### config.mk
export PLATFORM = sky130hd
export DESIGN_NAME = drive_state_command_decoder
export DESIGN_NICKNAME = d
export VERILOG_FILES = /design/src/drive_state_pkg.sv /design/src/edge_sync.sv /design/src/cmd_word_decode.sv /design/src/drive_state_command_decoder.sv
export VERILOG_INCLUDE_DIRS = /design/src
export SDC_FILE = /design/constraint.sdc
export NUM_CORES = 1
export LEC_CHECK = 0
export ABC_AREA = 1
export BUFFER_PORTS_ARGS = -buffer_cell sky130_fd_sc_hd__buf_2
export CORE_ASPECT_RATIO = 0.7
export CORE_MARGIN = 4
export CORE_UTILIZATION = 40
export CTS_CLUSTER_SIZE = 10
export DETAILED_ROUTE_END_ITERATION = 6
export PLACE_DENSITY = 0.72
export SLEW_MARGIN = 40
export SYNTH_ARGS = -nofsm -noshare
export SYNTH_HDL_FRONTEND = slang
export SYNTH_SLANG_ARGS = --single-unit
export TNS_END_PERCENT = 1
### constraint.sdc
create_clock -name CLK_I -period 2.15 [get_ports CLK_I]
set_input_delay 0.43 -clock CLK_I [delete_from_list [all_inputs] [get_ports CLK_I]]
set_output_delay 0.43 -clock CLK_I [all_outputs]
set_load 0.005 [all_outputs]
### src/drive_state_regs.svh
// Constants for the drive state command decoder: offsets, fields, reset values.
// Assumes inclusion by the modules that decode or write the command word.
`ifndef DRIVE_STATE_REGS_SVH
`define DRIVE_STATE_REGS_SVH

// Parameter addresses of the register port
`define CMD_WORD_ADDR      16'h1b02
`define STATE_WORD_ADDR    16'h1b01
`define OPMODE_ADDR        16'h1b03
`define CMD_WORD_RESET     16'h0000
`define OPMODE_RESET       8'h00

// Command word fields
`define CMD_SWITCH_ON      0
`define CMD_ENABLE_VOLT    1
`define CMD_QUICK_STOP     2
`define CMD_ENABLE_OP      3
`define CMD_MODE_LO        4
`define CMD_MODE_HI        6
`define CMD_FAULT_RESET    7
`define CMD_HALT           8
`define CMD_RSVD_MASK      16'hfe00

// State word fields
`define STW_VOLTAGE        4
`define STW_HALT           8
`define STW_REMOTE         9
`define STW_TARGET         10
`define STW_ERR            13
`define STW_END            14

`endif

### src/drive_state_pkg.sv
// Types shared by the drive state command decoder modules.
// Assumes the constants header is compiled alongside.
package drive_state_pkg;

	// Operating states of the power stage, numbered 2 to 9
	typedef enum logic [3:0] {
		ST_NOT_READY,
		ST_SW_ON_DISABLED,
		ST_READY,
		ST_SWITCHED_ON,
		ST_OP_ENABLED,
		ST_QUICK_STOP,
		ST_FAULT_REACTION,
		ST_FAULT
	} drive_state_t;

	// Decoded request from either control source
	typedef enum logic [2:0] {
		REQ_NONE,
		REQ_SHUTDOWN,
		REQ_SWITCH_ON,
		REQ_ENABLE_OP,
		REQ_DISABLE_VOLT,
		REQ_QUICK_STOP,
		REQ_FAULT_RESET
	} drive_req_t;

endpackage : drive_state_pkg

### src/edge_sync.sv
// Two-flop synchroniser with a rising and falling edge pulse.
// Assumes the input is asynchronous to CLK_I.
`timescale 1ns/1ps
`default_nettype none

module edge_sync (
	// Clock and reset
	input  wire logic clk_i,
	input  wire logic rst_i,
	// Pin and results
	input  wire logic pin_i,
	output logic      level_o,
	output logic      rise_o,
	output logic      fall_o
);

	logic meta_q, meta_d;
	logic sync_q, sync_d;
	logic last_q, last_d;

	// Next values; only sync_q reads the first flop
	always_comb begin
		meta_d = pin_i;
		sync_d = meta_q;
		last_d = sync_q;
	end

	// Registers
	always_ff @(posedge clk_i) begin
		if (rst_i) begin
			meta_q <= 1'b0;
			sync_q <= 1'b0;
			last_q <= 1'b0;
		end else begin
			meta_q <= meta_d;
			sync_q <= sync_d;
			last_q <= last_d;
		end
	end

	// Edges compare two settled flops
	assign level_o = sync_q;
	assign rise_o  = sync_q & ~last_q;
	assign fall_o  = ~sync_q & last_q;

endmodule : edge_sync

`default_nettype wire

### src/cmd_word_decode.sv
// Decodes the fieldbus command word into one state request.
// Assumes the command word comes from a register on the same clock.
`timescale 1ns/1ps
`default_nettype none
`include "drive_state_regs.svh"

module cmd_word_decode
	import drive_state_pkg::*;
(
	// Command input
	input  wire logic [15:0] cmd_i,
	input  wire logic        fault_rise_i,
	// Decoded request
	output drive_req_t       req_o
);

	logic [3:0] low_bits;

	// Only bits 3..0 and the fault-clear edge steer the state machine
	always_comb begin
		low_bits = cmd_i[3:0];
		req_o    = REQ_NONE;
		if (fault_rise_i)
			req_o = REQ_FAULT_RESET;
		else if (!low_bits[`CMD_ENABLE_VOLT])
			req_o = REQ_DISABLE_VOLT;
		else if (!low_bits[`CMD_QUICK_STOP])
			req_o = REQ_QUICK_STOP;
		else if (!low_bits[`CMD_SWITCH_ON])
			req_o = REQ_SHUTDOWN;
		else if (low_bits[`CMD_ENABLE_OP])
			req_o = REQ_ENABLE_OP;
		else
			req_o = REQ_SWITCH_ON;
	end

endmodule : cmd_word_decode

`default_nettype wire

### src/drive_state_command_decoder.sv
// Power-stage state machine with local and fieldbus command decoding.
// Assumes a 100 MHz CLK_I, pins from outside the clock domain, and
// a simple parameter write/read port on the same clock.
// Reserved command bits are stored for readback only and never decoded;
// the master is expected to keep them at zero.
//
// Contract
// Local mode ignores the fieldbus command word; status word bit 8 still shows its bit 8 while a mode runs
// Enable edges step to state 6 or 4
// Fault-clear edge leaves fault, then re-enables
// Fieldbus transitions use bits 0-3 and 7
// Bit 0 switch on, bit 1 voltage
// Bit 2 quick stop, bit 3 enable
// Bit 7 fault clear, bit 8 halt
// Master writes zero to bits 9-15
// Bit 1 low enters state 3
// Bits 3..0 patterns select target states
// Bits 4-6 go to the active mode
// Bit 8 set requests a halt
// Written values act at once
// Mode starts only when ready and initialised
// Only one operating mode runs
// Mode change only after completion or discontinuation
// Standstill marks the mode complete
// After fault cleared, resume or change mode
// State word bits show states 2 to 9
// Mode enabled only in state 6
// Registered state, one transition, fixed priority
`timescale 1ns/1ps
`default_nettype none
`include "drive_state_regs.svh"

module drive_state_command_decoder
	import drive_state_pkg::*;
(
	// Clock and reset
	input  wire logic        CLK_I,
	input  wire logic        RST_I,
	// Control source and discrete pins
	input  wire logic        FIELDBUS_MODE_I,
	input  wire logic        ENABLE_PIN_I,
	input  wire logic        FAULT_CLEAR_PIN_I,
	// Drive conditions
	input  wire logic        INIT_DONE_I,
	input  wire logic        VOLTAGE_OK_I,
	input  wire logic        FAULT_I,
	input  wire logic        FAULT_REACTION_DONE_I,
	input  wire logic        STANDSTILL_I,
	input  wire logic        TARGET_REACHED_I,
	// Parameter port
	input  wire logic        PAR_WR_I,
	input  wire logic [15:0] PAR_ADDR_I,
	input  wire logic [15:0] PAR_WDATA_I,
	output logic      [15:0] PAR_RDATA_O,
	// Mode and state outputs
	output logic      [7:0]  ACTIVE_MODE_O,
	output logic             MODE_RUN_O,
	output logic      [2:0]  MODE_BITS_O,
	output logic             HALT_O,
	output logic             POWER_ON_O,
	output logic      [15:0] DRIVE_STATE_WORD_O
);

	// Registered state and parameters
	drive_state_t state_q, state_d;
	logic [15:0]  cmd_q, cmd_d;
	logic [7:0]   opsel_q, opsel_d;
	logic [7:0]   mode_q, mode_d;
	logic         run_q, run_d;
	logic         resume_q, resume_d;
	logic         fc_bit_q, fc_bit_d;
	logic [15:0]  word_q, word_d;
	logic [15:0]  rdata_q, rdata_d;

	// Synchronised pin events and combinational links
	logic       en_level, en_rise, en_fall;
	logic       fc_rise_pin;
	drive_req_t bus_req;
	drive_req_t req;
	logic       bus_fc_rise;
	logic       mode_idle;

	// Discrete pins are synchronised before any logic sees them
	// Synchronisers reset to the idle low level, so reset makes no false edge
	edge_sync u_enable_sync (
		.clk_i   (CLK_I),
		.rst_i   (RST_I),
		.pin_i   (ENABLE_PIN_I),
		.level_o (en_level),
		.rise_o  (en_rise),
		.fall_o  (en_fall)
	);

	edge_sync u_fault_clear_sync (
		.clk_i   (CLK_I),
		.rst_i   (RST_I),
		.pin_i   (FAULT_CLEAR_PIN_I),
		.level_o (),
		.rise_o  (fc_rise_pin),
		.fall_o  ()
	);

	// Fault-clear edge from the command word's bit 7
	// Taken against the stored bit, so rewriting a set bit 7 is no new edge
	assign bus_fc_rise = cmd_q[`CMD_FAULT_RESET] & ~fc_bit_q;

	// The decoder sees only the stored word, never the raw write data
	cmd_word_decode u_cmd_decode (
		.cmd_i        (cmd_q),
		.fault_rise_i (bus_fc_rise),
		.req_o        (bus_req)
	);

	// Select request source; local mode never looks at the command word
	// Pin edges are one-cycle requests; the enable level carries the rest
	always_comb begin
		req = REQ_NONE;
		if (FIELDBUS_MODE_I) begin
			req = bus_req;
		end else begin
			if (fc_rise_pin)
				req = REQ_FAULT_RESET;
			else if (en_rise)
				req = REQ_ENABLE_OP;
			else if (en_fall)
				req = REQ_SHUTDOWN;
		end
	end

	// Parameter writes land immediately; reserved bits are stored as written
	// Read data is registered, so it answers the address of the cycle before
	always_comb begin
		cmd_d    = cmd_q;
		opsel_d  = opsel_q;
		fc_bit_d = cmd_q[`CMD_FAULT_RESET];
		if (PAR_WR_I && PAR_ADDR_I == `CMD_WORD_ADDR)
			cmd_d = PAR_WDATA_I;
		if (PAR_WR_I && PAR_ADDR_I == `OPMODE_ADDR)
			opsel_d = PAR_WDATA_I[7:0];
		rdata_d = 16'h0000;
		case (PAR_ADDR_I)
			`CMD_WORD_ADDR:   rdata_d = cmd_q;
			`STATE_WORD_ADDR: rdata_d = word_q;
			`OPMODE_ADDR:     rdata_d = {{8{opsel_q[7]}}, opsel_q};
			default:          rdata_d = 16'h0000;
		endcase
	end

	// State machine: fault first, then voltage, quick stop, others
	always_comb begin
		state_d = state_q;
		case (state_q)
			// State 2 waits for the unit to finish initialising
			ST_NOT_READY:
				if (INIT_DONE_I)
					state_d = ST_SW_ON_DISABLED;
			// Fault reaction ends only when the drive reports it done
			ST_FAULT_REACTION:
				if (FAULT_REACTION_DONE_I)
					state_d = ST_FAULT;
			ST_FAULT: begin
				if (req == REQ_FAULT_RESET && !FAULT_I) begin
					// Fieldbus goes to state 3; local path lands in 4 then 6
					if (FIELDBUS_MODE_I)
						state_d = ST_SW_ON_DISABLED;
					else
						state_d = ST_READY;
				end
			end
			default: begin
				// Fault outranks every command, then voltage, then quick stop
				if (FAULT_I)
					state_d = ST_FAULT_REACTION;
				else if (req == REQ_DISABLE_VOLT && state_q != ST_SW_ON_DISABLED)
					state_d = ST_SW_ON_DISABLED;
				else if (req == REQ_QUICK_STOP) begin
					if (state_q == ST_OP_ENABLED)
						state_d = ST_QUICK_STOP;
					// Quick stop ends in state 3 at rest, even while bit 2 stays low
					else if (state_q != ST_QUICK_STOP || STANDSTILL_I)
						state_d = ST_SW_ON_DISABLED;
				end else if (state_q == ST_QUICK_STOP) begin
					if (STANDSTILL_I)
						state_d = ST_SW_ON_DISABLED;
				end else begin
					case (state_q)
						// Leaving state 3 needs a healthy DC bus
						ST_SW_ON_DISABLED:
							if (VOLTAGE_OK_I && (req == REQ_SHUTDOWN ||
								(!FIELDBUS_MODE_I && en_level)))
								state_d = ST_READY;
						// Local enable level walks on through 5 to 6, one step a cycle
						ST_READY:
							if (req == REQ_SWITCH_ON || req == REQ_ENABLE_OP ||
								(!FIELDBUS_MODE_I && en_level))
								state_d = ST_SWITCHED_ON;
						ST_SWITCHED_ON:
							if (req == REQ_SHUTDOWN)
								state_d = ST_READY;
							else if (req == REQ_ENABLE_OP ||
								(!FIELDBUS_MODE_I && en_level))
								state_d = ST_OP_ENABLED;
						// Disable operation drops to 5, shutdown to 4
						ST_OP_ENABLED:
							if (req == REQ_SWITCH_ON)
								state_d = ST_SWITCHED_ON;
							else if (req == REQ_SHUTDOWN)
								state_d = ST_READY;
						default:
							state_d = state_q;
					endcase
				end
			end
		endcase
	end

	// A mode is idle when none runs or the drive has come to rest
	assign mode_idle = !run_q || STANDSTILL_I;

	// Mode activation is separate from state changes
	// After a fault no mode runs, so the same or another mode may start
	// as soon as state 6 is reached again
	always_comb begin
		mode_d   = mode_q;
		run_d    = run_q;
		resume_d = resume_q;
		if (state_q != ST_OP_ENABLED) begin
			// Leaving state 6 discontinues the mode; a fault lets it resume later
			if (run_q && (state_q == ST_FAULT_REACTION || state_q == ST_FAULT))
				resume_d = 1'b1;
			run_d = 1'b0;
		end else if (INIT_DONE_I && opsel_q != 8'h00) begin
			if (!run_q || (opsel_q != mode_q && mode_idle)) begin
				mode_d   = opsel_q;
				run_d    = 1'b1;
				resume_d = 1'b0;
			end
		end
	end

	// Status word: state pattern on bits 0-3, 5, 6 plus flags
	// Don't-care bit 5 in states 2, 3, 8 and 9 is shown as zero
	// The word is registered, so it trails the state by one cycle
	always_comb begin
		word_d = 16'h0000;
		case (state_q)
			ST_NOT_READY:      word_d[6:0] = 7'h00;
			ST_SW_ON_DISABLED: word_d[6:0] = 7'h40;
			ST_READY:          word_d[6:0] = 7'h21;
			ST_SWITCHED_ON:    word_d[6:0] = 7'h23;
			ST_OP_ENABLED:     word_d[6:0] = 7'h27;
			ST_QUICK_STOP:     word_d[6:0] = 7'h07;
			ST_FAULT_REACTION: word_d[6:0] = 7'h0f;
			ST_FAULT:          word_d[6:0] = 7'h08;
			default:           word_d[6:0] = 7'h00;
		endcase
		word_d[`STW_VOLTAGE] = VOLTAGE_OK_I;
		word_d[`STW_HALT]    = cmd_q[`CMD_HALT] & run_q;
		word_d[`STW_REMOTE]  = FIELDBUS_MODE_I;
		word_d[`STW_TARGET]  = TARGET_REACHED_I & STANDSTILL_I & run_q;
		word_d[`STW_ERR]     = state_q == ST_FAULT || state_q == ST_FAULT_REACTION;
		word_d[`STW_END]     = mode_idle;
	end

	// Registers
	// Reset leaves state 2 with an empty command word and no mode
	always_ff @(posedge CLK_I) begin
		if (RST_I) begin
			state_q  <= ST_NOT_READY;
			cmd_q    <= `CMD_WORD_RESET;
			opsel_q  <= `OPMODE_RESET;
			mode_q   <= 8'h00;
			run_q    <= 1'b0;
			resume_q <= 1'b0;
			fc_bit_q <= 1'b0;
			word_q   <= 16'h0000;
			rdata_q  <= 16'h0000;
		end else begin
			state_q  <= state_d;
			cmd_q    <= cmd_d;
			opsel_q  <= opsel_d;
			mode_q   <= mode_d;
			run_q    <= run_d;
			resume_q <= resume_d;
			fc_bit_q <= fc_bit_d;
			word_q   <= word_d;
			rdata_q  <= rdata_d;
		end
	end

	// Outputs; bits 4-6 reach the mode only in fieldbus mode
	// Halt and mode bits are combinational from the command register
	assign PAR_RDATA_O        = rdata_q;
	assign ACTIVE_MODE_O      = mode_q;
	assign MODE_RUN_O         = run_q;
	assign MODE_BITS_O        = FIELDBUS_MODE_I ? cmd_q[`CMD_MODE_HI:`CMD_MODE_LO] : 3'h0;
	assign HALT_O             = FIELDBUS_MODE_I & cmd_q[`CMD_HALT];
	assign POWER_ON_O         = state_q == ST_OP_ENABLED || state_q == ST_QUICK_STOP;
	assign DRIVE_STATE_WORD_O = word_q;

endmodule : drive_state_command_decoder

`default_nettype wire

# [After elaboration in Yosys (flattened, before gate mapping)]
# Memory sizes are Yosys's and may differ from the RTL's. A register that Yosys moved wholly into a read port is not among the register bits.
# Cells that the tools add are included.
[totals] mem_count=1 inputBits=44 romBits=48 ram_bits=0 register_bits=70 output_inout_bits=46 word_cells=116 latch_bits=0
[mem_list] name="(name not given)" depth=8 width=6 rd=1 rd_ports_with_merged_regs=1 wr=0 line_no="drive_state_command_decoder.sv:246" source="case (state_q)"
[classes] n_addsub=0 muxes=30 mul=0 bitwise=13 shifts=0 div_mod_pow=0 eq_ne=29 order_cmp=0 reduce_logical=28
[op_table] op="2-to-1 mux 4 bit" n=16
[op_table] op="== test 16 x 13 -> 1 bit (second input constant)" n=3
[op_table] op="case mux 16 bit (3 select lines)" n=1
[op_table] op="2-to-1 mux 3 bit" n=7
[op_table] op="!= test 9 bit (second input constant)" n=2
[op_table] op="== test 4 x 3 -> 1 bit (second input constant)" n=4
[op_table] op="case mux 4 bit (4 select lines)" n=1
[op_table] op="case mux 4 bit (3 select lines)" n=1
[op_table] op="nonzero test 11 bit" n=1
[op_table] op="!= test 10 bit (second input constant)" n=1
[op_table] op="!= test 10 x 8 -> 1 bit (second input constant)" n=1
[op_table] op="AND reduction 10 bit" n=1
[op_table] op="== test 3 bit (second input constant)" n=3
[op_table] op="logical OR 1 bit" n=9
[op_table] op="bitwise AND 1 bit" n=8
[op_table] op="== test 4 x 2 -> 1 bit (second input constant)" n=2
[op_table] op="logical AND 1 bit" n=8
[op_table] op="!= test 4 x 3 -> 1 bit (second input constant)" n=2
[op_table] op="!= test 8 x 3 -> 1 bit (second input constant)" n=1
[op_table] op="!= test 8 x 7 -> 1 bit (second input constant)" n=1
[op_table] op="!= test 8 bit" n=1
[op_table] op="nonzero test 8 bit" n=1
[op_table] op="== test 3 x 2 -> 1 bit (second input constant)" n=2
[op_table] op="!= test 2 bit (second input constant)" n=3
[op_table] op="other kinds (11)" n=20

# [Depth between registers and ports, before layout]
# Gate-level depths: netlist of the first run.
[depth] word_depth=16 mapped_depth=15 mapped_depth_nobuf=15

# [By module]
# Synthesis of the first run repeated with hierarchy kept, for this count alone.
[unflattened] cells_unflattened=470 hier_area_um2=3407.0
[by_module_without_submodules] module="drive_state_command_decoder" n_inst=1 seq_area_each_um2=1301.2 area_each_um2=3186.8 cells_each=438
[by_module_without_submodules] module="edge_sync" n_inst=2 seq_area_each_um2=60.1 area_each_um2=93.8 cells_each=12
[by_module_without_submodules] module="cmd_word_decode" n_inst=1 seq_area_each_um2=0.0 area_each_um2=32.5 cells_each=8

# [Least setup slack after synthesis of the first run]
# OpenSTA, ideal clock, no wires.
[synth_path] path_kind="input-to-reg" startpoint="input PAR_ADDR_I[13]" endpoint="register opsel_q[7]" slack_ns=0.472 required_time_ns=2.009 path_buffers=1 arrival_ns=1.537 cell_stages=9 setup_time_ns=0.141 cell_sequence="inv_2 > nand2_1 > nor4_4 > nand4_2 > nor2_1 > inv_2 > buf_2 > nor2_1 > a211oi_2"
[synth_between] elab_chain_cells=2
[synth_lines] element="start, declared" line_no="drive_state_command_decoder.sv:52" source="input wire logic [15:0] PAR_ADDR_I,"
[synth_lines] element="== test 16 x 13 -> 1 bit"
[synth_lines] element="logical AND 1 bit (no line)"
[synth_lines] element="end signal, assigned" line_no="drive_state_command_decoder.sv:271" source="opsel_q <= `OPMODE_RESET;"
[synth_lines] element="end signal, assigned" line_no="drive_state_command_decoder.sv:281" source="opsel_q <= opsel_d;"
[synth_lines] element="end, declared" line_no="drive_state_command_decoder.sv:67" source="logic [7:0] opsel_q, opsel_d;"
# Every way passes these cells.
# A chain may end at the register's enable or synchronous reset.

# [Final worst setup path of the first run]
[layout_path] startpoint="register state_q[0]" endpoint="register state_q[0]"
[layout_between] elab_chain_cells=7 elab_cells_between_ends=30 cone_classes="eq/ne: 18; mux: 7; reduce/logical: 5"
[layout_lines] element="start, declared" line_no="drive_state_command_decoder.sv:65" source="drive_state_t state_q, state_d;"
[layout_lines] element="start signal, assigned" line_no="drive_state_command_decoder.sv:279" source="state_q <= state_d;"
[layout_lines] element="== test 4 x 3 -> 1 bit, or another cell as far along" line_no="drive_state_command_decoder.sv:177, drive_state_command_decoder.sv:186"
[layout_lines] element="case mux 4 bit (4 select lines)" line_no="drive_state_command_decoder.sv:186" source="case (state_q)"
[layout_lines] element="2-to-1 mux 4 bit" line_no="drive_state_command_decoder.sv:182" source="end else if (state_q == ST_QUICK_STOP) begin"
[layout_lines] element="2-to-1 mux 4 bit" line_no="drive_state_command_decoder.sv:176" source="else if (req == REQ_QUICK_STOP) begin"
[layout_lines] element="2-to-1 mux 4 bit" line_no="drive_state_command_decoder.sv:174" source="else if (req == REQ_DISABLE_VOLT && state_q != ST_SW_ON_DISABLED)"
[layout_lines] element="2-to-1 mux 4 bit" line_no="drive_state_command_decoder.sv:172" source="if (FAULT_I)"
[layout_lines] element="case mux 4 bit (3 select lines)" line_no="drive_state_command_decoder.sv:152" source="case (state_q)"
# Several ways; a longest one is shown, not always the timed one.

==> results of run 1 <==
-- routing by layer --
metal	up-vias	share of wire (%)
met3	18	12
met5	-	0
met1	1412	47
met2	164	40
li1	1575	-
met4	0	1.7
-- state kept, by name, indices dropped and copies added, names as in the netlist --
name,cells
PAR_RDATA_O,16
cmd_q,16
DRIVE_STATE_WORD_O,12
ACTIVE_MODE_O,8
opsel_q,8
state_q,3
MODE_RUN_O,1
fc_bit_q,1
u_enable_sync.last_q,1
u_enable_sync.level_o,1
u_enable_sync.meta_q,1
u_fault_clear_sync.last_q,1
u_fault_clear_sync.level_o,1
u_fault_clear_sync.meta_q,1
-- through the flow --
step / power [mW] / utilization (%) / worst slack (ps) / std cells
after floorplan: 1.82 / - / 472 / 441
after global placement: 1.99 / 47.4 / 208 / 611
after detailed placement: 2.01 / 47.4 / 113 / 611
after CTS: 3.61 / 51.4 / 309 / 627
after global routing: 3.77 / 51.4 / 74.5 / 627
final: 3.61 / 51.4 / 235 / 627
-- layout make-up --
class | instances | area (um^2)
well taps | 101 | 126
fillers | 800 | 3840
inverters | 71 | 267
multi-input cells | 279 | 1470
flip-flops and latches | 71 | 1420
repair buffers | 89 | 455
clock inverters | 6 | 92.6
clock buffers | 10 | 229
-- power groups by stage --
| stage | clock (mW) | combinational, mW | sequential (mW) |
|---|---|---|---|
| 2_1_floorplan | 0 | 0.377 | 1.45 |
| 3_3_place_gp | 0 | 0.518 | 1.48 |
| 3_5_place_dp | 0 | 0.533 | 1.47 |
| 4_1_cts | 1.63 | 0.536 | 1.45 |
| 5_1_grt | 1.70 | 0.618 | 1.45 |
| 6_report | 1.62 | 0.547 | 1.45 |
-- cells by family (layout without fill, tap and decap cells) --
logic type / count (synthesis) / in the layout / share of synthesized area [%]
flops: 71 / 71 / 43.5
buf+inv: 91 / 176 / 11.7
simple gates: 194 / 194 / 26.4
compound gates: 76 / 76 / 16.8
xor+xnor: 4 / 4 / 1.07
other cells: 1 / 4 / 0.115
fa+ha+maj: 1 / 1 / 0.383
-- cells in the mapped netlist, drive strengths merged --
cell type / instances
nand3: 26
nand3b: 1
nand4: 5
o211ai: 5
xnor2: 2
nand2: 75
a211oi: 23
nor2: 71
o21ai: 13
inv: 70
o221ai: 3
xor2: 2
a21oi: 26
nor4: 5
nor3: 9
dfxtp: 71
or2: 2
clkinv: 1
ha: 1
a31oi: 1
clkbuf: 4
o22ai: 5
buf: 16
conb: 1
-- tightest hold or removal path, delay by kind of cell --
| family | cells | cell delay (ps) |
|---|---|---|
| buf+inv | 2 | 100 |
| simple gates | 1 | 60 |
-- how the worst max path moves through the flow --
stage,startpoint,endpoint,slack (ps)
after floorplan,PAR_ADDR_I[13],opsel_q[7],470
after global placement,FIELDBUS_MODE_I,state_q[1],210
after detailed placement,PAR_ADDR_I[3],PAR_RDATA_O[10],110
after CTS,u_enable_sync.level_o,state_q[0],310
after global routing,u_enable_sync.level_o,state_q[0],70
final,state_q[0],state_q[0],230
==> summary.md, run 1 <==
| Metric | Value |
|---|---|
| CP endpoint kind | register |
| Period minus WS final | 1920 ps |
| Drt drc | 0 |
| Vias in the first global route | ~2900 |
| Sink Count | 71 |
| Port Buffer Count | 85 |
| Worst skew pair latency | 340 ps |
| CP Depth | 11 |
| Detailed Place HPWL | 6850 um |
| Critical path type | register to register |
| GRT overflow | 0 |
| Critical Path RT | 2380 ps |
| Status | complete, no violations |
| Ratio of final minimum period to clock period | 89.1% |
| Final WL | 9230 um |
| Most common cell on crit path | nand2_1 |
| Mapped Area | 0.00327 mm^2 |
| Post-DP Area | around 0.0037 mm^2 |
| Core area | around 0.0079 mm^2 |
| Largest cells by area after synthesis | dfxtp_1 44%, nand2_1 8.3%, nor2_1 7.7%, a211oi_2 6.1%, inv_1 6.1% |
| Fin. max-slew vios | 0 |
| Worst-Margin Slew | just under 800 ps |
| Hold path startpoint | ENABLE_PIN_I |
| Worst Hold Depth | 3 |
| Routing usage on met1 | 27.5% |
| DIE WIDTH | around 120 um |
| Worst-case clock buffer depth | 2 |
| Clock network fraction of total power | between 40 and 50% |
| R2R setup slack | between 200 and 250 ps |
| Max-cap violations | 0 |
| Hold buffers post-CTS | 0 |
| CTS clock-pin slew for the worst setup and hold paths | about 60 ps |
| CP Launch Type | register |
| Initial Util | around 41% |
| CP Buf/Inv Count | 1 |
| Met2 Track Usage GR | around a quarter |
| Antenna Nets Post-Route | 0 |
| Gate Count Post-Synth | around 440 |
| P_int | 2.59 mW |
| Switch Pwr | 1.02 mW |
| Hold Path Sink | u_enable_sync.meta_q |
| Syn-to-layout area delta | 24.5% |
| Cell count of the worst reg-to-reg path | 11 |
| I/O pin cnt | 90 |
| Cell area after layout | 0.00407 mm^2 |
| Critical-path maximum fanout | 6 |
| Clock H-tree levels | 3 |
| RSZ-0062 raised after global routing | false |
| Rel. slew slack | 48.2% |
| Post-cts resize count | 0 |
| CTS buffer count | 9 |
| Vias | 3169 |
| GRT Max-Usage Layer | met1 |
| Syn avg cell area | about 7.5 um^2 |
| Post-synth top area share | 43.5% |
| Pwr dens | 888 mW/mm^2 |
| Post-CTS Setup Repair Bufs | 0 |
| Distinct cell type count after synthesis | 37 |
| CTS tree | done |
| Layout cells sized above 1 | between 20% and 30% |
| Final RePlAce weighted congestion | between 0.9 and 1 |
| DRT Pass-1 Iters | 5 |
| Leakage | approximately 1.9 nW |
| Switching Share | 28.2% |
| Final setup fails | 0 |
| #FFs+latches synth | between 70 and 80 |
| Global Route Usage Sum | 18.9% |
| Hold crit path type | input pin to register |
| Crit path max-delay family | simple AND/OR/NAND/NOR gates |
| Comb pwr share | 15.2% |
| Setup Skew | 6.77 ps |
| CTS root buf | clkbuf_16 |
| Slowest stage delay, CP | 410 ps |
| Die area | ~0.0097 mm^2 |
| Die Ht | 83.6 um |
| Worst R2R Start | state_q[0] |
| WL per Instance | around 15 um |
| Synth area leader | dfxtp_1 |
| Max VDD drop | 0.384 mV |
| Most frequent cells in the layout | 85 x buf_2, 72 x nand2_1, 71 x dfxtp_1 |
| Final net count | 566 |
| ANT cells | 0 |
| Reg power frac | roughly two fifths |
| Largest net degree at the start of global routing | 46 |
| Crit-path slowest cell | dfxtp_1 |
| Initial antenna violation count | 0 |
| Synth warnings | 0 |
| Setup TNS Final | 0 ps |
| Met3 GRT Util | between 6 and 7% |
| F_max | 522 MHz |
| Commonest non-fill, non-tap cell in the layout | buf_2 |
| DR iter-0 viols | about 250 |
| FF-to-FF End | state_q[0] |
| First-pass GRT wire length | around 14000 um |
| Fin. Hold Viols | 0 |
| DR vias/cell | a little over 5 |
| Seq/Total Area, Yosys | 43.5% |
| Crit-path cells | inv_1 -> nor3_1 -> a21oi_1 -> nand2_1 -> nand3_1 -> a21oi_1 -> nor2_1 -> nand2_1 -> nand2_1 -> nand2_1 -> nor2_1 |
| WHS | 287 ps |
| Critical Path AT | ~2200 ps |
| FP Rows | 27 |
Note: power is estimated with default switching activity, not from simulation.
==> run 2, diff against run 1 <==
--- a/config.mk
+++ b/config.mk
@@ -6,14 +6,15 @@
 export SDC_FILE = /design/constraint.sdc
 export NUM_CORES = 1
 export LEC_CHECK = 0
-export ABC_AREA = 1
 export BUFFER_PORTS_ARGS = -buffer_cell sky130_fd_sc_hd__buf_2
+export CELL_PAD_IN_SITES_DETAIL_PLACEMENT = 1
+export CELL_PAD_IN_SITES_GLOBAL_PLACEMENT = 2
 export CORE_ASPECT_RATIO = 0.7
 export CORE_MARGIN = 4
-export CORE_UTILIZATION = 40
+export CORE_UTILIZATION = 30
 export CTS_CLUSTER_SIZE = 10
 export DETAILED_ROUTE_END_ITERATION = 6
-export PLACE_DENSITY = 0.72
+export PLACE_DENSITY = 0.88
 export SLEW_MARGIN = 40
 export SYNTH_ARGS = -nofsm -noshare
 export SYNTH_HDL_FRONTEND = slang
==> run 2 against run 1 <==
Synthesized cell count shrank 14%; utilization down 11 points; clock skew rose by 2.6 ps; total power is 0.96% lower; clock-buffer cell count did not move; cell count decreased by 2.4%; routed wire length increased by 13%; die area is 28% higher; clock power is 9% lower.
==> summary.md, run 2 <==
| Metric | Value |
|---|---|
| Status | complete, no violations (unchanged) |
| Synth warnings | 0 (unchanged) |
| Worst Hold Depth | 2 (was 3) |
| FP Rows | 31 (was 27) |
| Fin. Hold Viols | 0 (unchanged) |
| WHS | 307 ps (was 287 ps) |
| GRT Max-Usage Layer | met2 (was met1) |
| Antenna Nets Post-Route | 0 (unchanged) |
| CTS tree | done (unchanged) |
| Syn avg cell area | 8.49 um^2 (was 7.46 um^2) |
| Critical-path maximum fanout | 6 (unchanged) |
| Critical path type | register to register (unchanged) |
| Final RePlAce weighted congestion | 0.854 (was 0.922) |
| Crit-path slowest cell | dfxtp_1 (unchanged) |
| Commonest non-fill, non-tap cell in the layout | buf_2 (unchanged) |
| Crit path max-delay family | compound AO/OA/AOI/OAI gates (was simple AND/OR/NAND/NOR gates) |
| Worst-case clock buffer depth | 2 (unchanged) |
| Reg power frac | 39.2% (was 40.1%) |
| Setup Skew | 9.38 ps (was 6.77 ps) |
| Final design utilization | 40.3% (was 51.4%) |
| Critical Path RT | 2410 ps (was 2380 ps) |
| Vias | 3053 (was 3169) |
| ANT cells | 0 (unchanged) |
| FILL cells | 1266 (was 800) |
| Slowest stage delay, CP | 500 ps (was 410 ps) |
| Cell area after layout | 0.00417 mm^2 (was 0.00407 mm^2) |
| Gate Count Post-Synth | 376 (was 438) |
| First-pass GRT wire length | 17000 um (was 14200 um) |
| Final net count | 521 (was 566) |
| Switch Pwr | 0.982 mW (was 1.02 mW) |
| I/O pin cnt | 90 (unchanged) |
| Layout cells sized above 1 | 29.8% (was 28.3%) |
| Clock H-tree levels | 3 (unchanged) |
| Clock network fraction of total power | 41.4% (was 44.7%) |
| Synth Flop Type | dfxtp_1 (unchanged) |
| Cell count of the worst reg-to-reg path | 6 (was 11) |
| Max-cap violations | 0 (unchanged) |
| Most frequent cell after synthesis | dfxtp_1 (was nand2_1) |
| Multi-input gate area | 0.00162 mm^2 (was 0.00147 mm^2) |
| Worst skew pair latency | 340 ps (about the same) |
| Global Route Usage Sum | 17.3% (was 18.9%) |
| Period minus WS final | 2070 ps (was 1920 ps) |
| Commonest cells post-synth | 71 x dfxtp_1, 69 x nand2_1, 40 x nor2_1 (was 72 x nand2_1, 71 x dfxtp_1, 67 x nor2_1) |
| Initial antenna violation count | 0 (unchanged) |
| DIE WIDTH | 131 um (was 116 um) |
| Final setup fails | 0 (unchanged) |
| Most frequent cells in the layout | 85 x buf_2, 71 x dfxtp_1, 69 x nand2_1 (was 85 x buf_2, 72 x nand2_1, 71 x dfxtp_1) |
| Largest net degree at the start of global routing | 38 (was 46) |
| Mapped Area | 0.00319 mm^2 (was 0.00327 mm^2) |
| GRT overflow | 0 (unchanged) |
| CP Buf/Inv Count | 0 (was 1) |
| Initial Util | 30.8% (was 41.3%) |
| F_max | 483 MHz (was 522 MHz) |
| Port Buffer Count | 85 (unchanged) |
| CP Depth | 6 (was 11) |
| #FFs+latches synth | 71 (unchanged) |
| CTS buffer count | 9 (unchanged) |
| Max VDD drop | 0.344 mV (was 0.384 mV) |
| Ys async rst share | 0% (unchanged) |
| Critical Path AT | 2330 ps (was 2150 ps) |
| Detailed Place HPWL | 8120 um (was 6850 um) |
| Core area | 0.0104 mm^2 (was 0.00791 mm^2) |
| Routing usage on met1 | 23.1% (was 27.5%) |
| Seq/Total Area, Yosys | 44.5% (was 43.5%) |
| Met3 GRT Util | 5.51% (was 6.38%) |
| Crit-path cells | nand3b_1 -> a32oi_2 -> o221ai_1 -> a32oi_2 -> o311a_4 -> mux2i_1 (was inv_1 -> nor3_1 -> a21oi_1 -> nand2_1 -> nand3_1 -> a21oi_1 -> nor2_1 -> nand2_1 -> nand2_1 -> nand2_1 -> nor2_1) |
| DR vias/cell | 4.99 (was 5.05) |
| P_int | 2.60 mW (was 2.59 mW) |
| DR iter-0 viols | 214 (was 246) |
| Total power | 3.58 mW (was 3.61 mW) |
| Rel. slew slack | 59.3% (was 48.2%) |
| CTS clock-pin slew for the worst setup and hold paths | 60 ps (about the same) |
| WL per Instance | 17.0 um (was 14.7 um) |
| Synth area leader | dfxtp_1 (unchanged) |
| Largest cells by area after synthesis | dfxtp_1 45%, nand2_1 8.1%, a21oi_1 6.0%, mux2i_1 4.7%, nor2_1 4.7% (was dfxtp_1 44%, nand2_1 8.3%, nor2_1 7.7%, a211oi_2 6.1%, inv_1 6.1%) |
| Final WL | 10400 um (was 9230 um) |
| Comb pwr share | 19.3% (was 15.2%) |
| Ratio of final minimum period to clock period | 96.3% (was 89.1%) |
| CP Launch Type | register (unchanged) |
| EDFF count, synth | 0 (unchanged) |
| Die Ht | 94.3 um (was 83.6 um) |
| Register area | 0.00142 mm^2 (unchanged) |
| CTS root buf | clkbuf_16 (unchanged) |
| Distinct cell type count after synthesis | 58 (was 37) |
| Fin. max-slew vios | 0 (unchanged) |
| Met2 Track Usage GR | 27.6% (was 25.8%) |
| Switching Share | 27.5% (was 28.2%) |
| Hold crit path type | input pin to register (unchanged) |
| Post-synth top area share | 44.5% (was 43.5%) |
| Worst-Margin Slew | 611 ps (was 776 ps) |
| Syn-to-layout area delta | 30.6% (was 24.5%) |
| Most common cell on crit path | a32oi_2 (was nand2_1) |
| Post-DP Area | 0.00384 mm^2 (was 0.00374 mm^2) |
| DRT Pass-1 Iters | 5 (unchanged) |
| Sink Count | 71 (unchanged) |
| Pwr dens | 858 mW/mm^2 (was 888 mW/mm^2) |
| Die area | 0.0124 mm^2 (was 0.00970 mm^2) |
| CP endpoint kind | register (unchanged) |
| Vias in the first global route | 3146 (was 2863) |
| Drt drc | 0 (unchanged) |
| Leakage | 1.80 nW (was 1.93 nW) |
[run 2: power groups by stage]
stage	logic, mW	clock network, mW	registers [mW]
after CTS	0.660	1.52	1.40
after global routing	0.756	1.58	1.41
final	0.691	1.48	1.40
after detailed placement	0.655	0	1.43
after global placement	0.628	0	1.43
after floorplan	0.435	0	1.44
[run 2: cell type report]
cell class | instances | share of cell area, %
clock buffer | 10 | 5.73
clock inverter | 5 | 1.41
inverter | 7 | 0.630
multi-input combinational | 277 | 38.9
sequential | 71 | 34.1
tap | 132 | 3.96
timing repair buffer | 110 | 15.3
[run 2: final timing paths]
path / start / to / slack, ps
hold / removal: ENABLE_PIN_I / u_enable_sync.meta_q / 310
setup reg to reg: cmd_q[2] / state_q[0] / 80
hold reg to reg: u_fault_clear_sync.meta_q / u_fault_clear_sync.level_o / 440
setup / recovery: cmd_q[2] / state_q[0] / 80
[run 2: kinds of logic after synthesis]
| logic type | Yosys count | synth area share (%) |
|---|---|---|
| AND/OR/NAND/NOR | 178 | 27.3 |
| flip-flops | 71 | 44.5 |
| XOR/XNOR | 8 | 2.20 |
| AO/OA/AOI/OAI | 71 | 15.0 |
| adder cells (fa/ha/maj) | 1 | 0.392 |
| multiplexers | 15 | 4.70 |
| buffers and inverters | 31 | 5.72 |
| other | 1 | 0.117 |
[run 2: what timing repair did]
| item | in CTS | in global routing |
|---|---|---|
| hold buffers | 0 | 0 |
| endpoints found under the setup margin | 0 | 5 |
| setup buffers | 0 | 1 |
| resized for setup | 0 | 5 |
[run 2: metal layers]
metal  up-vias  share of wire, %
li1       1488                 -
met1      1453                47
met2        98                46
met3        14               6.3
met4         0               1.3
met5         -                 0
[run 2: per-stage QoR]
stage | setup slack [ps] | instances | TNS (ps)
after global placement | 23.8 | 596 | 0
after CTS | 34.0 | 611 | 0
final | 79.7 | 612 | 0
after global routing | -17.4 | 612 | -27.8
after detailed placement | -36.0 | 596 | -61.1
after floorplan | 252 | 379 | 0
==> run 3, diff against run 2 <==
--- a/config.mk
+++ b/config.mk
@@ -7,14 +7,12 @@
 export NUM_CORES = 1
 export LEC_CHECK = 0
 export BUFFER_PORTS_ARGS = -buffer_cell sky130_fd_sc_hd__buf_2
-export CELL_PAD_IN_SITES_DETAIL_PLACEMENT = 1
-export CELL_PAD_IN_SITES_GLOBAL_PLACEMENT = 2
 export CORE_ASPECT_RATIO = 0.7
-export CORE_MARGIN = 4
-export CORE_UTILIZATION = 30
+export CORE_MARGIN = 2
+export CORE_UTILIZATION = 40
 export CTS_CLUSTER_SIZE = 10
 export DETAILED_ROUTE_END_ITERATION = 6
-export PLACE_DENSITY = 0.88
+export PLACE_DENSITY = 0.72
 export SLEW_MARGIN = 40
 export SYNTH_ARGS = -nofsm -noshare
 export SYNTH_HDL_FRONTEND = slang
==> run 3 against run 2 <==
Critical path depth unchanged; sequential power is essentially flat; largest power group unchanged; register-to-register slack barely moved; global-route usage rose by 3.2 points; non-clock buffer count down 4; via count is 1.1% lower.
==> summary.md, run 3 (same netlist as run 2, synthesis figures left out) <==
| Metric | Value |
|---|---|
| Status | complete, no violations (unchanged) |
| Clock H-tree levels | 3 (unchanged) |
| Worst skew pair latency | 330 ps (was 340 ps) |
| Fin. max-slew vios | 0 (unchanged) |
| Port Buffer Count | 85 (unchanged) |
| WHS | 307 ps (about the same) |
| Rel. slew slack | 63.5% (was 59.3%) |
| Drt drc | 0 (unchanged) |
| DR iter-0 viols | 207 (was 214) |
| Initial antenna violation count | 0 (unchanged) |
| Critical path type | register to register (unchanged) |
| WL per Instance | 15.3 um (was 17.0 um) |
| Multi-input gate area | 0.00162 mm^2 (about the same) |
| Hold buffers post-CTS | 0 (unchanged) |
| Setup Skew | 4.65 ps (was 9.38 ps) |
| Worst-case clock buffer depth | 2 (unchanged) |
| FILL cells | 722 (was 1266) |
| DIE WIDTH | 111 um (was 131 um) |
| FP Rows | 27 (was 31) |
| CTS clock-pin slew for the worst setup and hold paths | 50 ps (was 60 ps) |
| DRT Pass-1 Iters | 5 (unchanged) |
| RSZ-0062 raised after global routing | true |
| Die Ht | 78.7 um (was 94.3 um) |
| Largest net degree at the start of global routing | 37 (was 38) |
| Final WL | 8830 um (was 10400 um) |
| Ratio of final minimum period to clock period | 96.6% (was 96.3%) |
| Final setup fails | 0 (unchanged) |
| Pwr dens | 846 mW/mm^2 (was 858 mW/mm^2) |
| Hold crit path type | input pin to register (unchanged) |
| CTS tree | done (unchanged) |
| Worst-Margin Slew | 547 ps (was 611 ps) |
| Final net count | 517 (was 521) |
| Layout cells sized above 1 | 28.4% (was 29.8%) |
| Antenna Nets Post-Route | 0 (unchanged) |
| Die area | 0.00872 mm^2 (was 0.0124 mm^2) |
| Max-cap violations | 0 (unchanged) |
| Vias | 3019 (was 3053) |
| Period minus WS final | 2080 ps (was 2070 ps) |
| Critical-path maximum fanout | 5 (was 6) |
| CTS root buf | clkbuf_16 (unchanged) |
| Commonest non-fill, non-tap cell in the layout | buf_2 (unchanged) |
| GRT overflow | 0 (unchanged) |
| CP endpoint kind | register (unchanged) |
| Critical Path AT | 2330 ps (about the same) |
| Max VDD drop | 0.529 mV (was 0.344 mV) |
| CP Launch Type | register (unchanged) |
| Global Route Usage Sum | 20.5% (was 17.3%) |
| Core area | 0.00780 mm^2 (was 0.0104 mm^2) |
| Most frequent cells in the layout | 85 x buf_2, 71 x dfxtp_1, 69 x nand2_1 (unchanged) |
| F_max | 482 MHz (was 483 MHz) |
| Final RePlAce weighted congestion | 0.904 (was 0.854) |
| DR vias/cell | 5.24 (was 4.99) |
| CTS buffer count | 9 (unchanged) |
| Fin. Hold Viols | 0 (unchanged) |
| Syn-to-layout area delta | 27.9% (was 30.6%) |
| Leakage | 1.78 nW (was 1.80 nW) |
| Vias in the first global route | 2807 (was 3146) |
| Sink Count | 71 (unchanged) |
| ANT cells | 0 (unchanged) |
| Register area | 0.00142 mm^2 (unchanged) |
| Detailed Place HPWL | 6460 um (was 8120 um) |
| First-pass GRT wire length | 14100 um (was 17000 um) |
| Total power | 3.45 mW (was 3.58 mW) |
| Critical Path RT | 2410 ps (about the same) |
| Initial Util | 40.9% (was 30.8%) |
| I/O pin cnt | 90 (unchanged) |
| Setup TNS Final | 0 ps (unchanged) |
run 3: changes by cell type in the layout (fill, tap and decap cells not counted), sizes merged:
cell,previous run,this run
clkinvlp,2,0
buf,110,106
clkinv,2,0
clkbuf,10,13
run 3: final timing paths:
kind / from / to / slack [ps] / cells past startpoint
max: cmd_q[7] / state_q[0] / 70 / 6
min: ENABLE_PIN_I / u_enable_sync.meta_q / 310 / 2
max reg2reg: cmd_q[7] / state_q[0] / 70 / 6
min reg2reg: u_enable_sync.meta_q / u_enable_sync.level_o / 440 / 1
run 3: per-layer routing:
metal / share of wire (%) / vias to the layer above / track usage (%)
li1: - / 1477 / -
met1: 46 / 1399 / 27.1
met2: 44 / 124 / 31.9
met3: 7.8 / 19 / 6.34
met4: 1.8 / 0 / 7.25
met5: 0 / - / 0
run 3: report_power, final:
group | switching (mW) | internal, mW | leakage, nW
sequential | 0.0380 | 1.37 | 0.575
clock | 0.508 | 0.917 | 0.136
combinational | 0.340 | 0.281 | 1.07
total | 0.886 | 2.57 | 1.78
run 3: layout make-up:
type / instances / share of cell area, %
clock buffer: 13 / 6.13
clock inverter: 1 / 0.736
inverter: 7 / 0.644
multi-input combinational: 277 / 39.7
sequential: 71 / 34.8
tap: 101 / 3.10
timing repair buffer: 106 / 14.9
run 3: repair_timing:
action                                  in CTS  in global routing
setup buffers                                0                  1
resized for setup                            0                  4
endpoints found under the setup margin       0                  9
run 3: worst max-delay path: stages, from the launching register on:
cell and delay, ps:
dfxtp_1 370, or2b_2 360, a32oi_1 280, o221ai_1 190
a32oi_2 350, o311a_4 260, mux2i_1 180
run 3: metrics by stage:
step | utilization, % | area (um^2) | std cells | worst slack, ps
4_1_cts | 51.9 | 4050 | 575 | 15.6
2_1_floorplan | - | 3200 | 379 | 252
5_1_grt | 52.3 | 4080 | 576 | -64.7
3_5_place_dp | 48.4 | 3770 | 561 | -49.8
3_3_place_gp | 48.4 | 3770 | 561 | -20.4
6_report | 52.3 | 4080 | 576 | 74.1
